## src/ddsc_pkg.sv

```systemverilog
// shared constants of the dual dac serial control link
package ddsc_pkg;
	localparam int          WORD_BITS     = 24;
	localparam int          DATA_BITS     = 16;
	localparam int          RW_POS        = 23;
	localparam int          REG_LSB       = 19;
	localparam int          ADDR_LSB      = 16;
	localparam logic [4:0]  BIT_LAST      = 5'h17;
	localparam logic [2:0]  REG_DAC       = 3'h0;
	localparam logic [2:0]  REG_RANGE     = 3'h1;
	localparam logic [2:0]  REG_POWER     = 3'h2;
	localparam logic [2:0]  REG_CTRL      = 3'h3;
	localparam logic [2:0]  ADDR_A        = 3'h0;
	localparam logic [2:0]  ADDR_B        = 3'h2;
	localparam logic [2:0]  ADDR_ALL      = 3'h4;
	localparam logic [2:0]  CMD_NOP       = 3'h0;
	localparam logic [2:0]  CMD_SETUP     = 3'h1;
	localparam logic [2:0]  CMD_CLEAR     = 3'h4;
	localparam logic [2:0]  CMD_LOAD      = 3'h5;
	localparam int          CTRL_SDO_DIS  = 0;
	localparam int          CTRL_CLR_SEL  = 2;
	localparam int          POWER_A_BIT   = 0;
	localparam int          POWER_B_BIT   = 2;
	localparam logic [2:0]  RANGE_BIP_LOW = 3'h3;
	localparam logic [15:0] CODE_ZERO     = 16'h0000;
	localparam logic [15:0] CODE_MID      = 16'h8000;
	localparam logic [15:0] RESET_CODE    = 16'h0000;
	// synchronised pin positions in the device
	localparam int          P_SCLK        = 0;
	localparam int          P_FS          = 1;
	localparam int          P_SERIAL_DATA_IN        = 2;
	localparam int          P_LOAD_OUTPUTS_N        = 3;
	localparam int          P_CLR         = 4;
	localparam int          P_CODE        = 5;
	localparam int          PIN_COUNT     = 6;
	// host timing and register map
	localparam int          SYS_CLK_NS    = 10;
	localparam int          HALF_SCLK_NS  = 80;
	localparam int          HALF_CYC      = HALF_SCLK_NS / SYS_CLK_NS;
	localparam int          SAMPLE_CYC    = HALF_CYC / 2;
	localparam logic [7:0]  H_TX          = 8'h00;
	localparam logic [7:0]  H_CTRL        = 8'h04;
	localparam logic [7:0]  H_STATUS      = 8'h08;
	localparam logic [7:0]  H_RX          = 8'h0C;
	localparam int          HC_GO         = 0;
	localparam int          HC_LOAD_OUTPUTS_N       = 1;
	localparam int          HC_CLR        = 2;
endpackage

```

## src/ddsc_link_if.sv

```systemverilog
// serial link between host controller and dac control logic
`timescale 1ns/10ps
interface ddsc_link_if;
	logic sclk;
	logic syncN;
	logic serial_data_in;
	logic ldacN;
	logic clrN;
	logic sdoOut;
	logic sdoOe;
	logic sdoLine;
	// undriven readout line is pulled high
	assign sdoLine = sdoOe ? sdoOut : 1'b1;
	modport dev (input sclk, syncN, serial_data_in, ldacN, clrN, output sdoOut, sdoOe);
	modport host (output sclk, syncN, serial_data_in, ldacN, clrN, input sdoLine);
endinterface

```

## src/ddsc_device.sv

```systemverilog
// dual dac serial control logic: shift register, decode, load and clear
// Contract
// - 24-bit shift register, msb first, framed
// - word is rw, reserved, reg, addr, data
// - frame starts on falling frame select
// - wrong edge count discards the frame
// - frame select rise writes addressed register
// - host sends exact clock burst count
// - overflow bits leave on readout, rising edge
// - daisy chain uses 24 times n clocks
// - read command returns register next frame
// - readout enabled during read despite disable
// - 0x800000 then 0x180000 reads channel a
// - load low while shifting updates at latch
// - load falling edge updates all outputs
// - clear pin forces zero or midscale
// - no updates while clear pin low
// - clear command clears like the pin
// - reset zeroes all registers, channels off
// - code writes to powered-down channel are ignored
// - host sets range, powers up, then codes
// - bipolar twos complement converts to offset
`timescale 1ns/10ps
module ddsc_device
	import ddsc_pkg::*;
(
	input  wire logic              sys_clk,
	input  wire logic              nrst,
	ddsc_link_if.dev               link,
	input  wire logic              codingSel,
	output logic [DATA_BITS-1:0]   dacCodeA,
	output logic [DATA_BITS-1:0]   dacCodeB,
	output logic [1:0]             channelOn
);
	typedef struct packed {
		logic [PIN_COUNT-1:0]           s1;
		logic [PIN_COUNT-1:0]           s2;
		logic [PIN_COUNT-1:0]           s3;
		logic [PIN_COUNT-1:0]           pin;
		logic                           active;
		logic [4:0]                     bitCnt;
		logic                           full;
		logic [WORD_BITS-1:0]           shift;
		logic                           serial_data_out;
		logic                           readPend;
		logic                           readOn;
		logic [2:0]                     readReg;
		logic [2:0]                     readAddr;
		logic [1:0][DATA_BITS-1:0]      inReg;
		logic [1:0][DATA_BITS-1:0]      outReg;
		logic [1:0][2:0]                range;
		logic [1:0]                     power;
		logic                           clrSel;
		logic                           sdoDis;
	} ddsc_dev_s;

	ddsc_dev_s q;
	ddsc_dev_s next_q;

	function automatic logic chanHit(input logic [2:0] a, input int ch);
		chanHit = (a == ADDR_ALL) || (a == (ch == 0 ? ADDR_A : ADDR_B));
	endfunction

	// output registers always hold offset or straight binary
	function automatic logic [DATA_BITS-1:0] normCode(
		input logic [DATA_BITS-1:0] d,
		input logic [2:0]           rng,
		input logic                 twos
	);
		normCode = d;
		if (rng >= RANGE_BIP_LOW && twos) begin
			normCode = {~d[DATA_BITS-1], d[DATA_BITS-2:0]};
		end
	endfunction

	function automatic logic [DATA_BITS-1:0] readValue(
		input ddsc_dev_s  s,
		input logic [2:0] r,
		input logic [2:0] a
	);
		int ch;
		ch = (a == ADDR_B) ? 1 : 0;
		readValue = '0;
		unique case (r)
			REG_DAC: readValue = s.inReg[ch];
			REG_RANGE: readValue = {13'h0000, s.range[ch]};
			REG_POWER: begin
				readValue[POWER_A_BIT] = s.power[0];
				readValue[POWER_B_BIT] = s.power[1];
			end
			REG_CTRL: begin
				readValue[CTRL_SDO_DIS] = s.sdoDis;
				readValue[CTRL_CLR_SEL] = s.clrSel;
			end
			default: readValue = '0;
		endcase
	endfunction

	always_comb begin
		logic                   sclkFall;
		logic                   sclkRise;
		logic                   fsFall;
		logic                   fsRise;
		logic                   ldacFall;
		logic                   clrLow;
		logic                   doLoad;
		logic                   doClear;
		logic [WORD_BITS-1:0]   w;
		logic [2:0]             wReg;
		logic [2:0]             wAddr;
		logic [DATA_BITS-1:0]   wData;
		next_q = q;
		next_q.s1 = {codingSel, link.clrN, link.ldacN, link.serial_data_in, link.syncN,
			link.sclk};
		next_q.s2 = q.s1;
		next_q.s3 = q.s2;
		// a pin change counts once stages two and three agree
		next_q.pin = (q.s2 & q.s3) | (q.pin & (q.s2 ^ q.s3));
		sclkFall = q.pin[P_SCLK] & ~next_q.pin[P_SCLK];
		sclkRise = ~q.pin[P_SCLK] & next_q.pin[P_SCLK];
		fsFall = q.pin[P_FS] & ~next_q.pin[P_FS];
		fsRise = ~q.pin[P_FS] & next_q.pin[P_FS];
		ldacFall = q.pin[P_LOAD_OUTPUTS_N] & ~next_q.pin[P_LOAD_OUTPUTS_N] & next_q.pin[P_FS];
		clrLow = ~next_q.pin[P_CLR];
		doLoad = ldacFall;
		doClear = clrLow;
		w = q.shift;
		wReg = w[REG_LSB +: 3];
		wAddr = w[ADDR_LSB +: 3];
		wData = w[DATA_BITS-1:0];

		if (fsFall) begin
			next_q.active = 1'b1;
			next_q.bitCnt = '0;
			next_q.full = 1'b0;
			next_q.readOn = q.readPend;
			next_q.readPend = 1'b0;
			if (q.readPend) begin
				next_q.shift = {8'h00, readValue(q, q.readReg, q.readAddr)};
				next_q.serial_data_out = 1'b0;
			end else begin
				next_q.serial_data_out = q.shift[WORD_BITS-1];
			end
		end else if (fsRise && q.active) begin
			next_q.active = 1'b0;
			next_q.readOn = 1'b0;
			// whole multiples of 24 edges keep daisy chains working
			if (q.full && q.bitCnt == 5'h00) begin
				if (w[RW_POS]) begin
					next_q.readPend = 1'b1;
					next_q.readReg = wReg;
					next_q.readAddr = wAddr;
				end else begin
					unique case (wReg)
						REG_DAC: begin
							for (int ch = 0; ch < 2; ch++) begin
								if (chanHit(wAddr, ch) && q.power[ch]) begin
									next_q.inReg[ch] = wData;
									if (~next_q.pin[P_LOAD_OUTPUTS_N] && !clrLow) begin
										next_q.outReg[ch] = normCode(wData,
											q.range[ch], next_q.pin[P_CODE]);
									end
								end
							end
						end
						REG_RANGE: begin
							for (int ch = 0; ch < 2; ch++) begin
								if (chanHit(wAddr, ch)) begin
									next_q.range[ch] = wData[2:0];
								end
							end
						end
						REG_POWER: begin
							next_q.power[0] = wData[POWER_A_BIT];
							next_q.power[1] = wData[POWER_B_BIT];
						end
						REG_CTRL: begin
							unique case (wAddr)
								CMD_SETUP: begin
									next_q.sdoDis = wData[CTRL_SDO_DIS];
									next_q.clrSel = wData[CTRL_CLR_SEL];
								end
								CMD_CLEAR: doClear = 1'b1;
								CMD_LOAD: doLoad = 1'b1;
								default: ; // no_op and unused commands
							endcase
						end
						default: ;
					endcase
				end
			end
		end else if (q.active && sclkFall) begin
			next_q.shift = {q.shift[WORD_BITS-2:0], next_q.pin[P_SERIAL_DATA_IN]};
			next_q.bitCnt = (q.bitCnt == BIT_LAST) ? 5'h00 : q.bitCnt + 5'h01;
			if (q.bitCnt == BIT_LAST) begin
				next_q.full = 1'b1;
			end
		end else if (q.active && sclkRise) begin
			// overflow bit changes on rising edge, valid at the falling one
			next_q.serial_data_out = q.shift[WORD_BITS-1];
		end

		if (doLoad && !clrLow) begin
			for (int ch = 0; ch < 2; ch++) begin
				next_q.outReg[ch] = normCode(next_q.inReg[ch], next_q.range[ch],
					next_q.pin[P_CODE]);
			end
		end
		// clear is applied last so that it beats any same-cycle load
		if (doClear) begin
			for (int ch = 0; ch < 2; ch++) begin
				next_q.outReg[ch] = next_q.clrSel ? CODE_MID : CODE_ZERO;
			end
		end
	end

	always_ff @(posedge sys_clk or negedge nrst) begin
		if (!nrst) begin
			q <= '0;
			q.s1 <= '1;
			q.s2 <= '1;
			q.s3 <= '1;
			q.pin <= '1;
			q.inReg <= {RESET_CODE, RESET_CODE};
			q.outReg <= {RESET_CODE, RESET_CODE};
		end else begin
			q <= next_q;
		end
	end

	assign link.sdoOut = q.serial_data_out;
	assign link.sdoOe = ~q.sdoDis | q.readOn;
	assign dacCodeA = q.outReg[0];
	assign dacCodeB = q.outReg[1];
	assign channelOn = q.power;
endmodule

```

## src/flat_wrapper.sv

```systemverilog
// flat-port wrapper written by rule: the top's interface ports become plain ports
module ddsc_device_flat import ddsc_pkg::*;
  (sys_clk, nrst, codingSel, dacCodeA, dacCodeB, channelOn, link_sclk, link_syncN, link_serial_data_in, link_ldacN, link_clrN, link_sdoOut, link_sdoOe);
  ddsc_link_if link_i ();
  input  wire logic sys_clk;
  input  wire logic nrst;
  input  wire logic codingSel;
  output logic [DATA_BITS-1:0] dacCodeA;
  output logic [DATA_BITS-1:0] dacCodeB;
  output logic [1:0] channelOn;
  input wire logic [$bits(link_i.sclk)-1:0] link_sclk;
  input wire logic [$bits(link_i.syncN)-1:0] link_syncN;
  input wire logic [$bits(link_i.serial_data_in)-1:0] link_serial_data_in;
  input wire logic [$bits(link_i.ldacN)-1:0] link_ldacN;
  input wire logic [$bits(link_i.clrN)-1:0] link_clrN;
  output wire logic [$bits(link_i.sdoOut)-1:0] link_sdoOut;
  output wire logic [$bits(link_i.sdoOe)-1:0] link_sdoOe;
  assign link_i.sclk = link_sclk;
  assign link_i.syncN = link_syncN;
  assign link_i.serial_data_in = link_serial_data_in;
  assign link_i.ldacN = link_ldacN;
  assign link_i.clrN = link_clrN;
  assign link_sdoOut = link_i.sdoOut;
  assign link_sdoOe = link_i.sdoOe;
  ddsc_device u_core (.sys_clk(sys_clk), .nrst(nrst), .link(link_i), .codingSel(codingSel), .dacCodeA(dacCodeA), .dacCodeB(dacCodeB), .channelOn(channelOn));
endmodule
```

## config.mk

```make
export PLATFORM = sky130hd
export DESIGN_NAME = ddsc_device_flat
export DESIGN_NICKNAME = d
export VERILOG_FILES = /design/src/ddsc_pkg.sv /design/src/ddsc_link_if.sv /design/src/ddsc_device.sv /design/src/flat_wrapper.sv
export SDC_FILE = /design/constraint.sdc
export NUM_CORES = 1
export LEC_CHECK = 0
export BUFFER_PORTS_ARGS = -buffer_cell sky130_fd_sc_hd__buf_2
export CAP_MARGIN = 20
export CORE_MARGIN = 2
export CORE_UTILIZATION = 60
export DETAILED_ROUTE_END_ITERATION = 10
export PLACE_DENSITY_LB_ADDON = 0.12
export SYNTH_ARGS = -nofsm -noshare
export SYNTH_HDL_FRONTEND = slang
export SYNTH_SLANG_ARGS = --single-unit
```

## constraint.sdc

```tcl
create_clock -name sys_clk -period 3.34 [get_ports sys_clk]
set_input_delay 0.334 -clock sys_clk [delete_from_list [all_inputs] [get_ports sys_clk]]
set_output_delay 0.334 -clock sys_clk [all_outputs]
set_load 0.005 [all_outputs]
```

; ---- Yosys cells after proc, flatten, opt, wreduce, memory -nomap -nowiden
; Cells that the tools add are included.
[totals]
ff_bits = 138
output_inout_bits = 36
elab_cells = 168
[op_classes]
mux = 60
order_cmp = 5
add_sub_neg = 1
bitwise = 23
n_reduce_logical = 40
eq_ne = 17
[op_table]
columns = operator, count
row1 = 2-to-1 mux 16 bit, 14
row2 = 2-to-1 mux 74 bit, 2
row3 = 2-to-1 mux 82 bit, 1
row4 = 2-to-1 mux 80 bit, 1
row5 = 2-to-1 mux 32 bit, 2
row6 = 2-to-1 mux 64 bit, 1
row7 = 2-to-1 mux 34 bit, 1
row8 = less-than comparator 32 x 3 -> 1 bit (second input constant), 1
row9 = 2-to-1 mux 31 bit, 1
row10 = 2-to-1 mux 30 bit, 1
row11 = 2-to-1 mux 24 bit, 1
row12 = 2-to-1 mux 1 bit, 20
row13 = equality test 3 x 2 -> 1 bit (second input constant), 6
row14 = nonzero test 3 bit, 6
row15 = 2-to-1 mux 3 bit, 5
row16 = AND reduction 7 bit, 2
row17 = 2-to-1 mux 13 bit, 1
row18 = bitwise AND 6 bit, 2
row19 = greater-or-equal comparator 3 x 2 -> 1 bit (second input constant), 4
row20 = logical AND 1 bit, 12
row21 = 2-to-1 mux 6 bit, 2
row22 = NOT 1 bit, 12
row23 = AND reduction 3 bit, 4
row24 = nonzero test 2 bit, 6
row25 = other kinds (21), 38

; ---- Logic depth before layout (Yosys ltp)
; Gate-level depths: netlist (run 1).
[depth]
depth_word = 17
depth_mapped = 10

; ---- Worst setup path after synthesis (run 1)
; No wires, ideal clock.
[synth_timing]
kind = reg2reg
start = register u_core.q, in the netlist u_core.next_q[121]
end = register u_core.q, in the netlist u_core.dacCodeA[15]
t_arrival_ns = 2.207
n_path_buf = 1
synth_period_minus_slack_ns = 2.341
stages_incl_launch_ff = 9
setup_slack_ns = 0.999
path_cell_list = dfstp_2 > ha_1 > nor4b_2 > nand2_1 > or4_1 > buf_2 > mux2i_1 > xor2_1 > o211ai_1
[synth_via]
elab_chain_cells = 13
word_cells_on_any_way = 35
[synth_rtl]
columns = element, line_no
row1 = from (decl), ddsc_device.sv:57  ; ddsc_dev_s q;
row2 = from (signal assigned), ddsc_device.sv:227  ; q <= next_q;
row3 = XOR 6 bit, ddsc_device.sv:118  ; next_q.pin = (q.s2 & q.s3) | (q.pin & (q.s2 ^ q.s3));
row4 = bitwise AND 6 bit, ddsc_device.sv:118
row5 = bitwise OR 6 bit (*), ddsc_device.sv:118
row6 = bitwise AND 1 bit, ddsc_device.sv:123  ; ldacFall = q.pin[P_LOAD_OUTPUTS_N] & ~next_q.pin[P_LOAD_OUTPUTS_N] & next_q.pin[P_FS];
row7 = 2-to-1 mux 1 bit, ddsc_device.sv:178  ; unique case (wAddr)
row8 = 2-to-1 mux 1 bit, ddsc_device.sv:154  ; unique case (wReg)
row9 = 2-to-1 mux 1 bit, ddsc_device.sv:149  ; if (w[RW_POS]) begin
row10 = 2-to-1 mux 1 bit, ddsc_device.sv:148  ; if (q.full && q.bitCnt == 5'h00) begin
row11 = 2-to-1 mux 1 bit, ddsc_device.sv:144  ; end else if (fsRise && q.active) begin
row12 = 2-to-1 mux 1 bit, ddsc_device.sv:132  ; if (fsFall) begin
row13 = logical AND 1 bit, ddsc_device.sv:203  ; if (doLoad && !clrLow) begin
row14 = "inequality test 3 bit (no source line), or another cell as far along", --
row15 = AND reduction 7 bit (no source line) or 2-to-1 mux 32 bit (tied branches), --
; Every way passes the cells marked *; elsewhere a longest branch is shown, timed or not. The select of a mux whose other input is x is not followed.
; A chain may end at the register's enable or synchronous reset.

; ---- Final worst setup path (run 1)
[layout_timing]
start = register u_core.q, in the netlist u_core.next_q[121]
end = register u_core.q, in the netlist u_core.dacCodeA[11]
; Same word-level chain as after synthesis.

==> results of run 1 <==
==> how the worst max path moves through the flow <==
stage	start	endpoint	slack [ns]
after global routing	u_core.next_q[121]$_DFF_PN1_	u_core.dacCodeA[11]$_DFFE_PN0P_	0.27
after floorplan	u_core.next_q[121]$_DFF_PN1_	u_core.dacCodeA[15]$_DFFE_PN0P_	1.0
final	u_core.next_q[121]$_DFF_PN1_	u_core.dacCodeA[11]$_DFFE_PN0P_	0.47
after detailed placement	u_core.next_q[121]$_DFF_PN1_	u_core.dacCodeB[15]$_DFFE_PN0P_	0.55
after CTS	u_core.next_q[121]$_DFF_PN1_	u_core.dacCodeB[15]$_DFFE_PN0P_	0.53
after global placement	u_core.next_q[121]$_DFF_PN1_	u_core.dacCodeB[1]$_DFFE_PN0P_	0.49
==> where the power goes <==
| group | leakage [nW] | internal, W | total [W] | switching (W) |
|---|---|---|---|---|
| sequential | 1.79 | 0.00184 | 0.00216 | 0.000318 |
| clock | 0.274 | 0.00111 | 0.00182 | 0.000707 |
| combinational | 1.45 | 0.000209 | 0.000471 | 0.000262 |
==> critical path: cells and delay by family (launching register included) <==
family                   cells  cell delay [ns]
flip-flops                   1             0.53
buffers and inverters        1             0.23
adder cells (fa/ha/maj)      1             0.30
AND/OR/NAND/NOR              4             0.86
AO/OA/AOI/OAI                2             0.82
==> final cells by class <==
class / instances / area [sq um]
clock buffer: 20 / 455
clock inverter: 12 / 123
fill: 832 / 3170
inverter: 6 / 22.5
multi-input combinational: 427 / 2460
sequential: 138 / 3480
tap: 136 / 170
timing repair buffer: 62 / 398
==> kinds of logic after synthesis <==
family / after synthesis
buffers and inverters: 71
adder cells (fa/ha/maj): 8
AO/OA/AOI/OAI: 120
flip-flops: 138
AND/OR/NAND/NOR: 268
XOR/XNOR: 6
multiplexers: 25
==> placed cells by master, fill, tap and decap left out, drive strengths merged, types with 2 or more instances in the layout <==
cell type and instances:
nor3b 2, or4b 2, a21o 5, nand3 6
o21ai 5, mux2 18, nor2 29, nand3b 2
nand4 4, bufinv 2, a31oi 2, ha 8
dlygate4sd3 7, a22oi 31, dfstp 24, nand2b 4
clkinvlp 5, and2 3, nor4 3, or4 2
a21oi 55, xor2 5, mux2i 4, mux4 3
buf 55, inv 6, and4b 3, a2111oi 2
or3 2, o41ai 2, a22o 10, o211a 2
clkinv 5, nand2 192, nor4b 4, dfrtp 114
clkbuf 20, nor3 5
==> stage by stage <==
step	area (sq um)	power, W	worst slack [ns]	instances
6_report	7110	0.00445	0.468	801
5_1_grt	7110	0.00463	0.270	801
4_1_cts	7110	0.00447	0.525	801
3_5_place_dp	6460	0.00263	0.545	762
3_3_place_gp	6450	0.00261	0.489	761
2_1_floorplan	6350	0.00242	0.999	636
==> flip-flops by register name, indices dropped and copies added (netlist names) <==
signal              cells
u_core.q               91
u_core.dacCodeA        16
u_core.dacCodeB        16
u_core.next_q          12
u_core.channelOn        2
u_core.link.sdoOut      1
==> synthesized netlist by cell type, types with 8 or more instances <==
cell type	number	area (sq um)
nand2_1	192	721
dfrtp_1	114	2850
a21oi_1	53	265
buf_4	36	270
a22oi_1	31	233
nor2_1	29	109
dfstp_2	24	631
clkbuf_1	21	78.8
mux2_2	15	169
a22o_1	10	87.6
ha_1	8	100
==> per-layer routing <==
layer | track usage | wire [microns] | vias up
met5 | 0 | 0 | -
met4 | 0.111 | 235 | 0
met3 | 0.0693 | 844 | 22
met2 | 0.441 | 7120 | 164
met1 | 0.387 | 6570 | 2350
li1 | - | - | 2183
==> reports/metrics.yaml, run 1 <==
status: "complete, no violations"
cp_max_fo: 9
drc_errors: 0
min_path_cells: 0
synth_simple_gate_area_frac: 0.190
p_leak_nw: 3.51
coreArea_sq_um: 10300
yosysWarnings: 0
max_stage_delay_ns: 0.67
drive_above_1_share: 0.215
cts_buffers: 17
wl_per_cell_microns: 18.4
n_antenna_cell: 0
io_pins: 44
ant_nets: 0
synthesis.area_sq_um: 6350
area_growth_pct: 12.0
synth_cells: 636
place_hpwl_mm: 9.49
final_nets: 668
max_cap_violations: 0
synthAdderAreaFrac: 0.0158
holdBufCountCts: 7
track_usage: 0.283
ys_ff_latch: 138
grt_pass1_vias: 4721
period_minus_slack_ns: 2.87
synth.distinct_cells: 57
rows: 37
hold_class: "flip-flop to flip-flop"
cts.path.max_buffers: 2
die_y_microns: 107
arrival_ns: 3.28
via_count: 4719
worst_r2r_endpoint: "u_core.dacCodeA[11]$_DFFE_PN0P_"
place_congestion: 0.898
startpoint_type: "flip-flop"
grt.overflow.total: 0
synth_compound_area_frac: 0.125
grt_pass1_wl_mm: 24.3
hold_path.startpoint: "u_core.next_q[129]$_DFF_PN1_"
worst_r2r_path_depth: 8
ys_seq_area_frac: 0.549
cts_tree: "done"
tightest_slew_ns: 0.953
start_util: 0.618
dr.pass1.iters: 5
r2r_slack_ns: 0.47
p_per_area_nw_per_um2: 626
required_ns: 3.75
root_buffer: "clkbuf_8"
peakVddDrop_uv: 446
holdPathEnd: "u_core.next_q[123]$_DFF_PN1_"
synth_top_family_by_area: "simple AND/OR/NAND/NOR gates"
routed_wl_mm: 14.8
slew_headroom: 0.365
cp_slowest_cell: "o41ai_2"
drt_iter0_drc: 355
worstSetupPathType: "flip-flop to flip-flop"
port_buffers: 43
post_cts_buffers: 0
post_cts_resize_count: 0
synthArstFlopShare: 1.00
timing.critical_path.mode_cell: "nand2_1"
avgSynthCellArea_sq_um: 9.98
worstPathCellList: "ha_1 > nor4b_2 > nand2_1 > o41ai_2 > nor3_2 > buf_4 > a22oi_1 > nand2_1"
fin_util: 0.692
rsz0062_at_grt: "no"
cts.clk_slew.worst_paths_ns: 0.06
cp-end-kind: "flip-flop"
vias_per_cell: 5.89
synth-xor-area-share: 0.00828
clock-sinks: 138
synth-edff-count: 0
synth_mux_area_frac: 0.0489
setup-tns-final_ns: 0
fmax_mhz: 348
synth-main-ff-cell: "dfrtp_1"
skew_ns: 0.00743
syn_nets: 652
final-hold-violation-count: 0
fin_hold_ws_ns: 0.355
die-area_sq_um: 11400
setup_viol: 0
timing.rr.start: "u_core.next_q[121]$_DFF_PN1_"
post-route-period-util: 0.860
grt_max_degree: 81
die_w_microns: 107
slew_viol_final: 0
cts_max_level: 4
grt_antenna_before_repair: 0
clock_latency_ns: 0.54
No activity file was read; power rests on OpenSTA's default activity.
==> run 2, diff against run 1 <==
CELL_PAD_IN_SITES_DETAIL_PLACEMENT = 0   (was default)
CELL_PAD_IN_SITES_GLOBAL_PLACEMENT = 1   (was default)
CORE_UTILIZATION = 47   (was 60)
==> reports/metrics.yaml, run 2 (synthesis results as in run 1) <==
peakVddDrop_uv: 365
n_antenna_cell: 0
cts_tree: "done"
grt.met1_usage: 0.331
grt_antenna_before_repair: 0
die-area_sq_um: 14500
start_util: 0.479
drive_above_1_share: 0.220
final_common_cell: "nand2_1"
globalRouteMet3Util: 0.0566
net-switching-power_w: 0.00128
die_w_microns: 120
required_ns: 3.64
rsz0062_at_grt: "no"
r2r_slack_ns: 0.56
fmax_mhz: 359
clkPwrFrac: 0.414
largest_register_ffs: 91
place_congestion: 0.811
setup_viol: 0
timing.rr.start: "u_core.next_q[121]$_DFF_PN1_"
cts_max_level: 4
grt_pass1_vias: 4568
worstSetupPathType: "flip-flop to flip-flop"
ant_nets: 0
top_usage_layer: "met2"
drc_errors: 0
arrival_ns: 3.08
p_comb_frac: 0.105
clock-sinks: 138
post-route-period-util: 0.833
die_y_microns: 120
clock_latency_ns: 0.43
final-hold-violation-count: 0
grt_pass1_wl_mm: 25.5
largest_register: "u_core.q"
layout_setup_ws_ns: 0.557
dr.pass1.iters: 5
slew_headroom: 0.298
cts.path.max_buffers: 2
rows: 42
skew_ns: 0.00663
vias_per_cell: 5.53
worst_r2r_endpoint: "u_core.dacCodeB[15]$_DFFE_PN0P_"
coreArea_sq_um: 13200
wl_per_cell_microns: 18.5
pre_cts_slack_ns: 0.595
port_buffers: 43
post_cts_resize_count: 0
p_per_area_nw_per_um2: 624
tightest_slew_ns: 1.05
sw_frac_of_total: 0.286
final_nets: 671
cp-end-kind: "flip-flop"
met2_usage: 0.360
place_hpwl_mm: 10.0
slew_viol_final: 0
period_minus_slack_ns: 2.78
worst_r2r_path_depth: 7
p_leak_nw: 3.54
cp_max_fo: 16
cts_buffers: 17
routed_wl_mm: 15.6
fill_cells: 1218
p_int_w: 0.00320
area_growth_pct: 13.0
via_count: 4667
track_usage: 0.236
seq_power_share: 0.481
grt.overflow.total: 0
drt_iter0_drc: 331
root_buffer: "clkbuf_16"
grt_max_degree: 105
final_cell_mix: "192 x nand2_1, 114 x dfrtp_1, 53 x a21oi_1, 42 x buf_2, 31 x a22oi_1"
status: "complete, no violations"
io_pins: 44
setup-tns-final_ns: 0
startpoint_type: "flip-flop"
cts.clk_slew.worst_paths_ns: 0.06
max_cap_violations: 0
hold_class: "input port to async pin"
==> run 2: cell count changes in the layout (fill, tap and decap cells not counted), sizes merged <==
| cell | previous run | this run |
|---|---|---|
| buf | 55 | 59 |
| clkinvlp | 5 | 3 |
| clkinv | 5 | 6 |
| dlygate4sd3 | 7 | 6 |
| inv | 6 | 7 |
==> run 2: how the worst max path moves through the flow <==
stage                                       from                               to  slack [ns]  cells after the start
CTS                 u_core.next_q[121]$_DFF_PN1_   u_core.dacCodeB[0]$_DFFE_PN0P_        0.57                      8
floorplan           u_core.next_q[121]$_DFF_PN1_  u_core.dacCodeA[15]$_DFFE_PN0P_         1.0                      8
global placement    u_core.next_q[121]$_DFF_PN1_  u_core.dacCodeB[15]$_DFFE_PN0P_        0.66                      7
global route        u_core.next_q[121]$_DFF_PN1_  u_core.dacCodeB[15]$_DFFE_PN0P_        0.34                      7
finish              u_core.next_q[121]$_DFF_PN1_  u_core.dacCodeB[15]$_DFFE_PN0P_        0.56                      7
detailed placement  u_core.next_q[121]$_DFF_PN1_   u_core.dacCodeB[0]$_DFFE_PN0P_        0.60                      7
==> run 2: power by group through the flow <==
stage               Combinational [W]  Sequential [W]  Clock (W)
finish                       0.000469         0.00216    0.00185
CTS                          0.000473         0.00215    0.00190
floorplan                    0.000422         0.00200          0
detailed placement           0.000464         0.00218          0
global route                 0.000534         0.00218    0.00197
global placement             0.000458         0.00218          0
==> run 2: repair_timing <==
item | 4_1_cts | 5_1_grt
buffers inserted | 0 | 0
endpoints found under the hold margin | 6 | 0
hold buffers | 6 | 0
==> run 2: per-layer routing <==
layer / part of all wire / up-vias
met3: 0.049 / 19
met4: 0.015 / 0
met1: 0.46 / 2334
li1: - / 2191
met5: 0 / -
met2: 0.47 / 123
==> run 2: critical path: stages, from the launching register on <==
cell	delay, ns
dfstp_2	0.54
ha_1	0.28
nor4b_2	0.31
nand2_1	0.27
o311ai_1	0.54
a21oi_2	0.30
a211oi_1	0.31
o21ai_1	0.10
==> run 2: final cells by class <==
| cell class | instances | area [sq um] | area share |
|---|---|---|---|
| Tap cell | 176 | 220 | 0.0307 |
| Clock inverter | 12 | 121 | 0.0169 |
| Multi-Input combinational cell | 427 | 2460 | 0.343 |
| Sequential cell | 138 | 3480 | 0.486 |
| Timing Repair Buffer | 65 | 402 | 0.0560 |
| Inverter | 6 | 22.5 | 0.00314 |
| Clock buffer | 20 | 467 | 0.0651 |
==> run 2: metrics by stage <==
stage	hold WS (ns)	instances	total power [W]	instance area, sq um	utilization
finish	0.0189	844	0.00448	7170	0.542
global route	0.0854	844	0.00469	7170	0.542
CTS	0.0540	844	0.00452	7170	0.542
detailed placement	0.347	806	0.00264	6530	0.493
global placement	0.346	806	0.00264	6530	0.493
floorplan	0.0384	636	0.00242	6350	-
==> run 3, diff against run 2 <==
ABC_AREA = 1   (was default)
CORE_UTILIZATION = 42   (was 47)
clock period = 2.3 ns   (was 3.34 ns; I/O delays follow)
==> reports/metrics.yaml, run 3 <==
drt_iter0_drc: 342
final_cell_mix: "114 x dfrtp_1, 103 x nand2_1, 101 x inv_1, 47 x o21ai_0, 42 x buf_2"
skew_ns: 0.00890
clock_latency_ns: 0.42
fin_hold_ws_ns: 0.356
drc_errors: 0
track_usage: 0.208
fin_util: 0.530
critPathLaunch: "u_core.next_q[121]$_DFF_PN1_"
place_hpwl_mm: 12.0
synth_cells: 751
final-hold-violation-count: 0
rsz0062_at_grt: "yes"
p_per_area_nw_per_um2: 747
synth-main-ff-cell: "dfrtp_1"
ys_seq_area_frac: 0.511
wl_per_cell_microns: 17.2
start_util: 0.429
routed_wl_mm: 17.9
n_antenna_cell: 0
grt_max_degree: 63
synthesis.area_sq_um: 6810
fill_cells: 1490
dp.cells: 982
cts_buffers: 17
cp_max_fo: 8
max_cap_violations: 0
drive_above_1_share: 0.336
synth-edff-count: 0
port_buffers: 43
largest_register_ffs: 91
clock-sinks: 138
yosysWarnings: 0
design_area_sq_um: 8430
violations: "negative setup slack"
final_common_cell: "dfrtp_1"
instances_no_fill: 1040
startpoint_type: "flip-flop"
tightest_slew_ns: 0.640
dr.pass1.iters: 4
final_nets: 827
cp-end-kind: "flip-flop"
grt.overflow.total: 0
worst_r2r_path_depth: 13
r2r_slack_ns: -0.08
die_w_microns: 131
layout_setup_ws_ns: -0.0832
synthArstFlopShare: 1.00
post-route-period-util: 1.04
grt_pass1_wl_mm: 28.2
cts.clk_slew.worst_paths_ns: 0.06
fmax_mhz: 420
p_leak_nw: 4.02
largest_register: "u_core.q"
synth.distinct_cells: 41
period_minus_slack_ns: 2.38
root_buffer: "clkbuf_16"
area_growth_pct: 23.7
die_y_microns: 131
timing.rr.start: "u_core.next_q[121]$_DFF_PN1_"
io_pins: 44
coreArea_sq_um: 15900
rows: 46
hold_class: "flip-flop to flip-flop"
status: "complete, but fails checks"
worst_r2r_endpoint: "u_core.dacCodeA[4]$_DFFE_PN0P_"
vias_per_cell: 5.09
multiInputGateArea_sq_um: 2660
yosysMostFrequentCell: "nand2_1"
synth_top_cells_by_area: "dfrtp_1 42%, dfstp_2 9.3%, nand2_1 6.6%"
cts_max_level: 4
required_ns: 2.60
crit_end: "u_core.dacCodeA[4]$_DFFE_PN0P_"
cts_tree: "done"
arrival_ns: 2.68
worstSetupPathType: "flip-flop to flip-flop"
regArea_sq_um: 3480
ant_nets: 0
grt_antenna_before_repair: 0
ys_top_cells_by_count: "120 x nand2_1, 114 x dfrtp_1, 102 x inv_1"
via_count: 5294
cts.path.max_buffers: 2
place_congestion: 0.822
peakVddDrop_uv: 535
syn_nets: 767
slew_viol_final: 0
grt_pass1_vias: 5250
setup_viol: 6
ys_ff_latch: 138
synth_top_area_frac: 0.419
slew_headroom: 0.573
die-area_sq_um: 17300
post_dp_cell_area_sq_um: 7230
synth_area_leader_cell: "dfrtp_1"
avgSynthCellArea_sq_um: 9.07
## run 3: final cells by class
class,count,share of cell area
Multi-Input combinational cell,421,0.316
Inverter,124,0.0566
Timing Repair Buffer,109,0.113
Clock inverter,12,0.0117
Sequential cell,138,0.413
Tap cell,216,0.0321
Clock buffer,20,0.0569
## run 3: kinds of logic after synthesis
| family | Yosys count | share of synthesized area |
|---|---|---|
| buffers and inverters | 192 | 0.138 |
| flip-flops | 138 | 0.511 |
| AO/OA/AOI/OAI | 207 | 0.194 |
| AND/OR/NAND/NOR | 206 | 0.143 |
| adder cells (fa/ha/maj) | 8 | 0.0147 |
## run 3: worst min path at each step
stage | startpoint | endpoint | slack (ns) | depth (start not counted)
final | u_core.next_q[129]$_DFF_PN1_ | u_core.next_q[123]$_DFF_PN1_ | 0.36 | 0
after global routing | u_core.next_q[129]$_DFF_PN1_ | u_core.next_q[123]$_DFF_PN1_ | 0.36 | 0
after CTS | u_core.next_q[129]$_DFF_PN1_ | u_core.next_q[123]$_DFF_PN1_ | 0.36 | 0
after detailed placement | nrst | u_core.q[112]$_DFFE_PN0P_ | 0.28 | 1
after global placement | nrst | u_core.q[110]$_DFFE_PN0P_ | 0.28 | 1
after floorplan | nrst | u_core.channelOn[0]$_DFFE_PN0P_ | -0.07 | 0
## run 3: stage by stage
step,worst slack [ns],power [W],TNS (ns)
6_report,-0.0832,0.00629,-0.220
3_5_place_dp,-0.0854,0.00358,-0.972
5_1_grt,-0.175,0.00660,-2.85
3_3_place_gp,-0.0681,0.00356,-0.700
4_1_cts,0.00236,0.00626,0
2_1_floorplan,0.289,0.00327,0
## run 3: repair_timing
item / 4_1_cts / 5_1_grt
gates resized for setup: 4 / 77
endpoints found under the hold margin: 61 / 0
pin swaps: 0 / 28
hold buffers: 7 / 0
cloned: 0 / 7
buffers inserted: 2 / 10
setup endpoints to repair: 32 / 49
## run 3: where the power goes
| group | total [W] | switching [W] | internal (W) |
|---|---|---|---|
| Sequential | 0.00280 | 0.000185 | 0.00262 |
| Clock | 0.00266 | 0.00112 | 0.00153 |
| Combinational | 0.000837 | 0.000535 | 0.000303 |
## run 3: critical path: stages (launching register included)
cell       delay [ns]
dfstp_2          0.56
ha_4             0.16
nand2_4          0.06
nor2_4           0.14
nand2_4          0.08
nor2_8           0.10
buf_12           0.13
buf_6            0.10
nand4_4          0.17
clkbuf_16        0.26
o21ai_4          0.14
inv_2            0.06
o211ai_2         0.21
o21ai_1          0.09
## run 3: routing by layer
layer  track usage  wire (microns)
met1         0.298            8530
met2         0.311            8120
met3        0.0394             830
met4        0.0870             420
met5             0               0
